<file path="config.mk">
export PLATFORM = sky130hd
export DESIGN_NAME = wtu_top
export DESIGN_NICKNAME = d
export VERILOG_FILES = /design/src/wtu_pkg.sv /design/src/wtu_top.sv /design/src/wtu_osc_tick.sv
export SDC_FILE = /design/constraint.sdc
export NUM_CORES = 1
export LEC_CHECK = 0
export BUFFER_PORTS_ARGS = -buffer_cell sky130_fd_sc_hd__buf_2
export CORE_ASPECT_RATIO = 0.75
export CORE_UTILIZATION = 54
export CTS_BUF_LIST = sky130_fd_sc_hd__clkbuf_4 sky130_fd_sc_hd__clkbuf_8
export DETAILED_ROUTE_END_ITERATION = 10
export HOLD_SLACK_MARGIN = 0.12
export PLACE_DENSITY = 0.78
export SKIP_CTS_REPAIR_TIMING = 1
export SYNTH_ARGS = -nofsm -noshare
export SYNTH_HDL_FRONTEND = slang
export SYNTH_SLANG_ARGS = --single-unit
</file>
<file path="constraint.sdc">
create_clock -name clk_sys -period 2 [get_ports clk_sys]
set_clock_uncertainty 0.1 [all_clocks]
set_input_delay 0.1 -clock clk_sys [delete_from_list [all_inputs] [get_ports clk_sys]]
set_output_delay 0.1 -clock clk_sys [all_outputs]
set_load 0.01 [all_outputs]
</file>
<file path="src/wtu_pkg.sv">
package wtu_pkg;

  // ==========================================================
  // register addresses
  localparam logic [11:0] ADDR_CTRL   = 12'h0ff0;
  localparam logic [11:0] ADDR_UPPER  = 12'h0ff1;
  localparam logic [11:0] ADDR_HIGH   = 12'h0ff2;
  localparam logic [11:0] ADDR_LOW    = 12'h0ff3;

  // ==========================================================
  // control/status field positions
  localparam int          BIT_POR     = 7;
  localparam int          BIT_STOP    = 6;
  localparam int          BIT_TOUT    = 5;
  localparam int          BIT_EXT     = 4;

  // ==========================================================
  // values and reset values
  localparam logic [7:0]  UNLOCK_1    = 8'h55;
  localparam logic [7:0]  UNLOCK_2    = 8'haa;
  localparam logic [23:0] RELOAD_RST  = 24'hff_ffff;
  localparam logic [23:0] COUNT_MAX   = 24'hff_ffff;
  localparam logic [23:0] COUNT_LOCK  = 24'h00_0002;
  localparam logic [23:0] COUNT_ONE   = 24'h00_0001;
  localparam logic [23:0] COUNT_ZERO  = 24'h00_0000;
  localparam logic [23:0] RELOAD_MIN  = 24'h00_0004;

  // ==========================================================
  // timing
  localparam int          OSC_FREQ_HZ = 50000;
  localparam int          SYS_FREQ_HZ = 25000000;

  // ==========================================================
  // unlock sequence states
  typedef enum logic [2:0] {
    LOCK_IDLE,
    LOCK_GOT_1,
    LOCK_GOT_2,
    LOCK_GOT_U,
    LOCK_GOT_H
  } wtu_lock_t;

endpackage

</file>
<file path="src/wtu_top.sv">
`timescale 1ns/1ps
`default_nettype none
module wtu_top (
  // clock and reset
  input  wire logic        clk_sys,
  input  wire logic        arst_n,
  // rc oscillator
  input  wire logic        rc_osc_clk,
  // option bits and core status
  input  wire logic        always_on_option,
  input  wire logic        timeout_response_option,
  input  wire logic        stop_mode,
  input  wire logic        debug_mode,
  input  wire logic        watchdog_refresh_instruction,
  // other reset sources
  input  wire logic        ext_reset_event,
  input  wire logic        pin_stop_recovery_event,
  // register access
  input  wire logic [11:0] reg_addr,
  input  wire logic        reg_wr,
  input  wire logic        reg_rd,
  input  wire logic [7:0]  reg_wdata,
  output logic      [7:0]  reg_rdata,
  // requests and status
  output logic             irq_req,
  output logic             short_reset_req,
  output logic             stop_recovery_req,
  output logic             wdt_running,
  output logic      [7:0]  watchdog_control_status
);

  // ==========================================================
  // oscillator tick
  logic osc_tick;

  wtu_osc_tick u_tick (
    .clk_sys (clk_sys),
    .arst_n  (arst_n),
    .osc_in  (rc_osc_clk),
    .tick    (osc_tick)
  );

  // ==========================================================
  // register decode
  logic        wr_ctrl;
  logic        wr_upper;
  logic        wr_high;
  logic        wr_low;
  logic        rd_ctrl;
  assign wr_ctrl  = reg_wr && (reg_addr == wtu_pkg::ADDR_CTRL);
  assign wr_upper = reg_wr && (reg_addr == wtu_pkg::ADDR_UPPER);
  assign wr_high  = reg_wr && (reg_addr == wtu_pkg::ADDR_HIGH);
  assign wr_low   = reg_wr && (reg_addr == wtu_pkg::ADDR_LOW);
  assign rd_ctrl  = reg_rd && (reg_addr == wtu_pkg::ADDR_CTRL);

  // ==========================================================
  // unlock sequence
  wtu_pkg::wtu_lock_t lock_reg;
  wtu_pkg::wtu_lock_t lock_next;
  logic               take_upper;
  logic               take_high;
  logic               take_low;

  assign take_upper = wr_upper && (lock_reg == wtu_pkg::LOCK_GOT_2);
  assign take_high  = wr_high  && (lock_reg == wtu_pkg::LOCK_GOT_U);
  assign take_low   = wr_low   && (lock_reg == wtu_pkg::LOCK_GOT_H);

  always_comb begin
    lock_next = lock_reg;
    if (reg_wr) begin
      case (lock_reg)
        wtu_pkg::LOCK_GOT_1: begin
          if (wr_ctrl && reg_wdata == wtu_pkg::UNLOCK_2) begin
            lock_next = wtu_pkg::LOCK_GOT_2;
          end else begin
            lock_next = wtu_pkg::LOCK_IDLE;
          end
        end
        wtu_pkg::LOCK_GOT_2: begin
          lock_next = take_upper ? wtu_pkg::LOCK_GOT_U : wtu_pkg::LOCK_IDLE;
        end
        wtu_pkg::LOCK_GOT_U: begin
          lock_next = take_high ? wtu_pkg::LOCK_GOT_H : wtu_pkg::LOCK_IDLE;
        end
        default: begin
          lock_next = wtu_pkg::LOCK_IDLE;
        end
      endcase
      // a fresh first key always restarts the sequence
      if (wr_ctrl && reg_wdata == wtu_pkg::UNLOCK_1) begin
        lock_next = wtu_pkg::LOCK_GOT_1;
      end
    end
  end

  // ==========================================================
  // reload value
  logic [7:0]  rld_upper_reg;
  logic [7:0]  rld_high_reg;
  logic [7:0]  rld_low_reg;
  logic [23:0] reload_value;
  assign reload_value = {rld_upper_reg, rld_high_reg, rld_low_reg};

  always_ff @(posedge clk_sys or negedge arst_n) begin
    if (!arst_n) begin
      lock_reg      <= wtu_pkg::LOCK_IDLE;
      rld_upper_reg <= wtu_pkg::RELOAD_RST[23:16];
      rld_high_reg  <= wtu_pkg::RELOAD_RST[15:8];
      rld_low_reg   <= wtu_pkg::RELOAD_RST[7:0];
    end else begin
      lock_reg <= lock_next;
      if (take_upper) begin
        rld_upper_reg <= reg_wdata;
      end
      if (take_high) begin
        rld_high_reg <= reg_wdata;
      end
      if (take_low) begin
        rld_low_reg <= reg_wdata;
      end
    end
  end

  // ==========================================================
  // down counter
  logic [23:0] count_reg;
  logic [23:0] count_next;
  logic        run_reg;
  logic        enable_req;
  logic        first_enable;
  logic        refresh_ok;
  logic        timeout_hit;

  assign enable_req   = watchdog_refresh_instruction || always_on_option;
  assign first_enable = !run_reg && enable_req;
  assign refresh_ok   = watchdog_refresh_instruction &&
                        (count_reg > wtu_pkg::COUNT_LOCK);
  assign timeout_hit  = run_reg && !debug_mode && osc_tick &&
                        (count_reg == wtu_pkg::COUNT_ONE);

  always_comb begin
    count_next = count_reg;
    if (first_enable || (run_reg && (debug_mode || refresh_ok))) begin
      count_next = reload_value;
    end else if (run_reg && osc_tick) begin
      if (count_reg == wtu_pkg::COUNT_ZERO) begin
        count_next = wtu_pkg::COUNT_MAX;
      end else begin
        count_next = count_reg - wtu_pkg::COUNT_ONE;
      end
    end
  end

  always_ff @(posedge clk_sys or negedge arst_n) begin
    if (!arst_n) begin
      count_reg <= wtu_pkg::RELOAD_RST;
      run_reg   <= 1'b0;
    end else begin
      count_reg <= count_next;
      if (enable_req) begin
        run_reg <= 1'b1;
      end
    end
  end

  // ==========================================================
  // time-out event stage into the system domain
  logic evt_reg;
  logic evt_stop_reg;
  logic evt_irq_reg;

  always_ff @(posedge clk_sys or negedge arst_n) begin
    if (!arst_n) begin
      evt_reg      <= 1'b0;
      evt_stop_reg <= 1'b0;
      evt_irq_reg  <= 1'b0;
    end else begin
      evt_reg      <= timeout_hit;
      evt_stop_reg <= stop_mode;
      evt_irq_reg  <= !timeout_response_option;
    end
  end

  // ==========================================================
  // status flags, set wins over read clear
  logic flag_por_reg;
  logic flag_stop_reg;
  logic flag_tout_reg;
  logic flag_ext_reg;
  logic clr_tout_ext;
  assign clr_tout_ext = rd_ctrl || pin_stop_recovery_event;

  always_ff @(posedge clk_sys or negedge arst_n) begin
    if (!arst_n) begin
      flag_por_reg  <= 1'b1;
      flag_stop_reg <= 1'b0;
      flag_tout_reg <= 1'b0;
      flag_ext_reg  <= 1'b0;
    end else begin
      if (evt_reg || rd_ctrl || pin_stop_recovery_event) begin
        flag_por_reg <= 1'b0;
      end
      if (pin_stop_recovery_event) begin
        flag_stop_reg <= 1'b1;
      end else if (evt_reg) begin
        flag_stop_reg <= evt_stop_reg;
      end else if (rd_ctrl) begin
        flag_stop_reg <= 1'b0;
      end
      if (evt_reg) begin
        flag_tout_reg <= 1'b1;
      end else if (clr_tout_ext) begin
        flag_tout_reg <= 1'b0;
      end
      if (ext_reset_event) begin
        flag_ext_reg <= 1'b1;
      end else if (clr_tout_ext) begin
        flag_ext_reg <= 1'b0;
      end
    end
  end

  // ==========================================================
  // requests and read data
  logic [7:0] ctrl_value;
  logic [7:0] rdata_next;

  assign ctrl_value = {flag_por_reg, flag_stop_reg, flag_tout_reg,
                       flag_ext_reg, 4'h0};
  assign rdata_next =
    (reg_addr == wtu_pkg::ADDR_CTRL)  ? ctrl_value :
    (reg_addr == wtu_pkg::ADDR_UPPER) ? count_reg[23:16] :
    (reg_addr == wtu_pkg::ADDR_HIGH)  ? count_reg[15:8] :
    (reg_addr == wtu_pkg::ADDR_LOW)   ? count_reg[7:0] : 8'h00;

  always_ff @(posedge clk_sys or negedge arst_n) begin
    if (!arst_n) begin
      reg_rdata               <= 8'h00;
      irq_req                 <= 1'b0;
      short_reset_req         <= 1'b0;
      stop_recovery_req       <= 1'b0;
      wdt_running             <= 1'b0;
      watchdog_control_status <= 8'h00;
    end else begin
      reg_rdata         <= reg_rd ? rdata_next : 8'h00;
      irq_req           <= evt_reg && evt_irq_reg;
      short_reset_req   <= evt_reg && !evt_irq_reg && !evt_stop_reg;
      stop_recovery_req <= evt_reg && evt_stop_reg;
      wdt_running       <= run_reg;
      watchdog_control_status <= ctrl_value;
    end
  end

endmodule
`default_nettype wire

</file>
<file path="src/wtu_osc_tick.sv">
`timescale 1ns/1ps
`default_nettype none
module wtu_osc_tick (
  // clock and reset
  input  wire logic clk_sys,
  input  wire logic arst_n,
  // oscillator level in, tick out
  input  wire logic osc_in,
  output logic      tick
);

  logic sync1_reg;
  logic sync2_reg;
  logic prev_reg;

  always_ff @(posedge clk_sys or negedge arst_n) begin
    if (!arst_n) begin
      // start high: a pin resting high gives no false edge after reset
      sync1_reg <= 1'b1;
      sync2_reg <= 1'b1;
      prev_reg  <= 1'b1;
    end else begin
      sync1_reg <= osc_in;
      sync2_reg <= sync1_reg;
      prev_reg  <= sync2_reg;
    end
  end

  // one pulse per rising oscillator edge
  assign tick = sync2_reg & ~prev_reg;

endmodule
`default_nettype wire

</file>
# ---- Word-level counts from Yosys, hierarchy flattened
# Cells that the tools add are included.
dict set report classes {
  add_sub_neg 1
  magnitude_cmp 1
  eq_ne 11
  mux 19
  bitwise_logic 2
  reduce_logical 37
}
# op n
set ops {}
lappend ops {{two-way mux 24 bit} 3}
lappend ops {{== test 12 bit (second input constant)} 4}
lappend ops {{two-way mux 8 bit} 5}
lappend ops {{== test 24 x 1 -> 1 bit (second input constant)} 1}
lappend ops {{greater-than comparator 24 x 2 -> 1 bit (second input constant)} 1}
lappend ops {{logical NOT 24 bit} 1}
lappend ops {{subtractor 24 x 1 -> 24 bit (second input constant)} 1}
lappend ops {{logical AND 1 bit} 21}
lappend ops {{one-hot mux 3 bit (3 select lines)} 1}
lappend ops {{== test 8 x 7 -> 1 bit (second input constant)} 1}
lappend ops {{== test 8 bit (second input constant)} 1}
lappend ops {{== test 3 x 2 -> 1 bit (second input constant)} 2}
lappend ops {{logical OR 1 bit} 6}
lappend ops {{two-way mux 1 bit} 6}
lappend ops {{two-way mux 3 bit} 2}
lappend ops {{nonzero test 2 bit} 3}
lappend ops {{logical NOT 1 bit} 5}
lappend ops {{two-way mux 2 bit} 2}
lappend ops {{== test 3 x 1 -> 1 bit (second input constant)} 1}
lappend ops {{== test 3 bit (second input constant)} 1}
lappend ops {{nonzero test 3 bit} 1}
lappend ops {{AND 1 bit} 1}
lappend ops {{NOT 1 bit} 1}
dict set report totals {
  reg_bits 78
  output_inout_bits 20
  wordCells 93
}

# ---- Depth between registers and ports, before layout
dict set report logic_depth {
  depth_word 6
  depth_mapped 8
  depth_no_buf 7
}

# ---- Modules after synthesis
# A second synthesis with hierarchy kept.
dict set report hier_totals {
  hier_cells 360
  hier_area_um2 3809.9
}
# module n_inst cells_each area_per_inst_um2 seq_area_each_um2
set by_module_without_submodules {}
lappend by_module_without_submodules {wtu_top 1 356 3717.3 1938.1}
lappend by_module_without_submodules {wtu_osc_tick 1 4 92.6 78.8}

# ---- Worst setup path after synthesis
# OpenSTA, ideal clock, no wires.
dict set report synth_path {
  path_type {reg2reg}
  from {register count_reg[0]}
  to {register count_reg[20]}
  arrival_time_ns 1.928
  required_ns 1.821
  path_slack_ns -0.107
  stages_incl_launch_ff 9
  path_buffers 2
  cell_sequence {dfstp_2 > clkbuf_1 > inv_1 > ha_1 > o211ai_1 > o31a_1 > buf_6 > nor2_1 > a22o_1}
}
dict set report synth_between {
  elab_chain_len 6
  elab_cells_between_ends 11
  classes_between {add/sub: 1; order compare: 1; mux: 3; reduce/logical: 6}
}
# item line_no
set synth_rtl {}
lappend synth_rtl {{start: declaration} wtu_top.sv:126} ;# logic [23:0] count_reg;
lappend synth_rtl {{start signal: assignment} wtu_top.sv:156} ;# count_reg <= wtu_pkg::RELOAD_RST;
lappend synth_rtl {{start signal: assignment} wtu_top.sv:159} ;# count_reg <= count_next;
lappend synth_rtl {{greater-than comparator 24 x 2 -> 1 bit} wtu_top.sv:137} ;# (count_reg > wtu_pkg::COUNT_LOCK);
lappend synth_rtl {{logical AND 1 bit} wtu_top.sv:136} ;# assign refresh_ok = watchdog_refresh_instruction &&
lappend synth_rtl {{logical OR 1 bit} wtu_top.sv:143} ;# if (first_enable || (run_reg && (debug_mode || refresh_ok))) begin
lappend synth_rtl {{logical AND 1 bit} wtu_top.sv:143}
lappend synth_rtl {{logical OR 1 bit} wtu_top.sv:143}
lappend synth_rtl {{two-way mux 24 bit or nonzero test 2 bit (tied branches)} n/a}
# Parallel ways exist; a longest one is shown, timed or not. The select of a mux whose other input is x is not followed.
# A chain may end at the register's enable or synchronous reset.

# ---- Final worst setup path
dict set report layout_path {
  from {register count_reg[10]}
  to {register count_reg[10]}
}
# Same word-level chain as after synthesis.

==> metrics.txt <==
FP Rows 26; initial antenna violation count 0; Area after DPL 4646 µm²; Unique masters post-synth 70; min Tclk post-route 2064 ps; average wire per standard cell 20.35 µm; Iter 0 DRT Violations 421; vias in the first global route 3165; violated checks setup timing; final setup margin -63.64 ps; MaxCap Viol Count 0; GP Congestion 0.9554; part of the power in the clock network 28.4%; largest net degree at the start of global routing 45; Clk pin slew, worst setup/hold paths 80 ps; Initial Util 57.35%; Placeable Area 6994 µm²; YS warnings 0; Area growth syn-to-layout 31.78%; fin cells 573; crit path kind flop to flop; commonest cells after routing, fill and taps aside dfstp_2 (52), buf_4 (48), buf_2 (47); placed cells 529; slowest CP cell o31a_2; Flop pwr share 40.3%; root buf cell clkbuf_8; Worst R2R Setup Slack -60 ps; syn avg cell area 11.40 µm²; CP arrival 2230 ps; port bufs 47; pre-CTS WS -79.71 ps; most used flip-flop cell after synthesis dfstp_2; post-DP HPWL 7718 µm; worst rel slew slack 54.93%; crit end category flop; async set-or-reset flop fraction in the synthesized netlist 100.0%; fmax 0.4846 GHz; Power Internal 2.953 mW; Slew Viols, Final 0; Setup TNS -232.7 ps; CTS tree done; CTS H-Tree Depth 3; Post-synth EDFFs 0; IO Pins 52; CP peak stage delay 490 ps; Max IR drop VDD 0.0005475 V; Largest register FFs 24; Synth Cell Area 4011 µm²; status finished with violations; Antenna Nets Post-Route 0; layout cell share with drive strength beyond 1 50.74%; Worst-Skew Late Latency 360 ps; CP Launch Type flop; post-route clock period utilization 103.2%; Psw 1.374 mW; required time worst endpoint 2160 ps; RR Startpoint count_reg[10]; die span in y 76.64 µm; clock buffer depth 2; Register-to-Register Path Depth 5; via count 3472; crit-path max FO 11; first-pass GRT wire length 16820 µm; HP Class input pin to async pin; Final Core Density 75.58%; Logic pwr share 31.4%; Mapped Cells 352; first-pass iteration count of the detailed router 6; switching part of the total 31.75%; vias per cell 6.059; Nets 505; GRT overflow 0; RSZ-0062 raised after global routing true; Lkg Pwr 2.296 nW; Worst R2R End count_reg[10]; Tot GR Track Use 29.27%; Die X-Extent 101.5 µm; PD cells 818.5 nW/µm²; most common cell after layout, fill and taps aside dfstp_2; drt drc 0; critical-path cell list nor4_4 -> nand4_4 -> o31a_2 -> clkbuf_16 -> o21ai_0; design area 5286 µm²; Final Setup Violations 7; ANT cells 0; #FFs+latches synth 78; CTS Buf Count 9; final hold vios 0; sequential fraction of the synthesis area 50.28%; final wirelength 11660 µm; Total Die Area 7780 µm²; Worst Max-Slew Pin Slew 674.6 ps; CTS Sinks 78
==> per-stage QoR <==
stage                     total power [mW]  hold slack, ps
after floorplan                      2.393          -295.6
after global placement               2.802          -27.22
after detailed placement             2.837          -24.08
after CTS                            4.064          -405.4
after global routing                 4.515           148.5
final                                4.327           137.7
==> metal layers <==
metal	global-route usage, %	share of wire, %	wire length, µm	vias up
met5	0	0	0	-
met2	41.22	46	5399	198
met1	43.17	43	4971	1726
li1	-	-	-	1521
met4	8.696	2.0	230	0
met3	8.716	9.1	1057	27
==> power groups by stage <==
stage	Clock [mW]	Sequential, mW	Combinational, mW
floorplan	0	1.77	0.623
global placement	0	1.75	1.05
detailed placement	0	1.76	1.08
CTS	1.24	1.73	1.09
global route	1.32	1.75	1.44
finish	1.23	1.74	1.36
==> synth_stat cells, drive strengths merged (3+ instances only) <==
| master | number | area, µm² |
|---|---|---|
| a22o | 5 | 43.79 |
| o31ai | 8 | 88.84 |
| and3 | 3 | 18.77 |
| a31oi | 6 | 37.54 |
| a22oi | 8 | 60.06 |
| ha | 3 | 37.54 |
| buf | 18 | 127.6 |
| nand4 | 7 | 50.05 |
| nor4bb | 3 | 30.03 |
| mux2 | 32 | 390.4 |
| xnor2 | 6 | 52.55 |
| nor3 | 16 | 112.6 |
| dfrtp | 26 | 650.6 |
| nand2 | 27 | 103.9 |
| nor4b | 3 | 26.28 |
| a21o | 3 | 22.52 |
| o41ai | 5 | 51.30 |
| dfstp | 52 | 1366 |
| or3 | 5 | 32.53 |
| nand3 | 6 | 30.03 |
| a21oi | 4 | 20.02 |
| nor2b | 6 | 37.54 |
| nor2 | 28 | 105.1 |
| nor4 | 9 | 86.33 |
| clkbuf | 3 | 12.51 |
| o21ai | 21 | 105.1 |
| inv | 7 | 26.28 |
==> critical path, delay by kind of cell (launching register included) <==
| family | cells | cell delay [ps] |
|---|---|---|
| AO/OA/AOI/OAI | 2 | 740 |
| AND/OR/NAND/NOR | 2 | 530 |
| flip-flops | 1 | 390 |
| buffers and inverters | 1 | 200 |
==> layout make-up <==
| cell class | instances | area (µm²) |
|---|---|---|
| Clock buffer | 11 | 151.4 |
| Inverter | 7 | 28.78 |
| Multi-Input combinational cell | 249 | 1973 |
| Fill cell | 473 | 1708 |
| Timing Repair Buffer | 125 | 937.1 |
| Clock inverter | 5 | 56.30 |
| Sequential cell | 78 | 2017 |
| Tap cell | 98 | 122.6 |
==> worst max-delay path by stage <==
| stage | startpoint | to | slack (ps) | depth (start not counted) |
|---|---|---|---|---|
| 6_report | count_reg[10] | count_reg[10] | -60 | 5 |
| 3_5_place_dp | count_reg[10] | count_reg[21] | -80 | 7 |
| 4_1_cts | count_reg[10] | count_reg[11] | -150 | 6 |
| 3_3_place_gp | count_reg[0] | count_reg[16] | 20 | 6 |
| 2_1_floorplan | count_reg[0] | count_reg[20] | -10 | 8 |
| 5_1_grt | count_reg[1] | count_reg[0] | -90 | 8 |
==> cell families after synthesis <==
family	after synthesis	synth area share, %
other	1	0.09348
XOR/XNOR	8	1.747
multiplexers	34	10.23
AND/OR/NAND/NOR	130	19.81
buffers and inverters	28	4.148
AO/OA/AOI/OAI	70	12.76
flip-flops	78	50.28
adder cells (fa/ha/maj)	3	0.9358
Note: power is estimated with default switching activity, not from simulation.
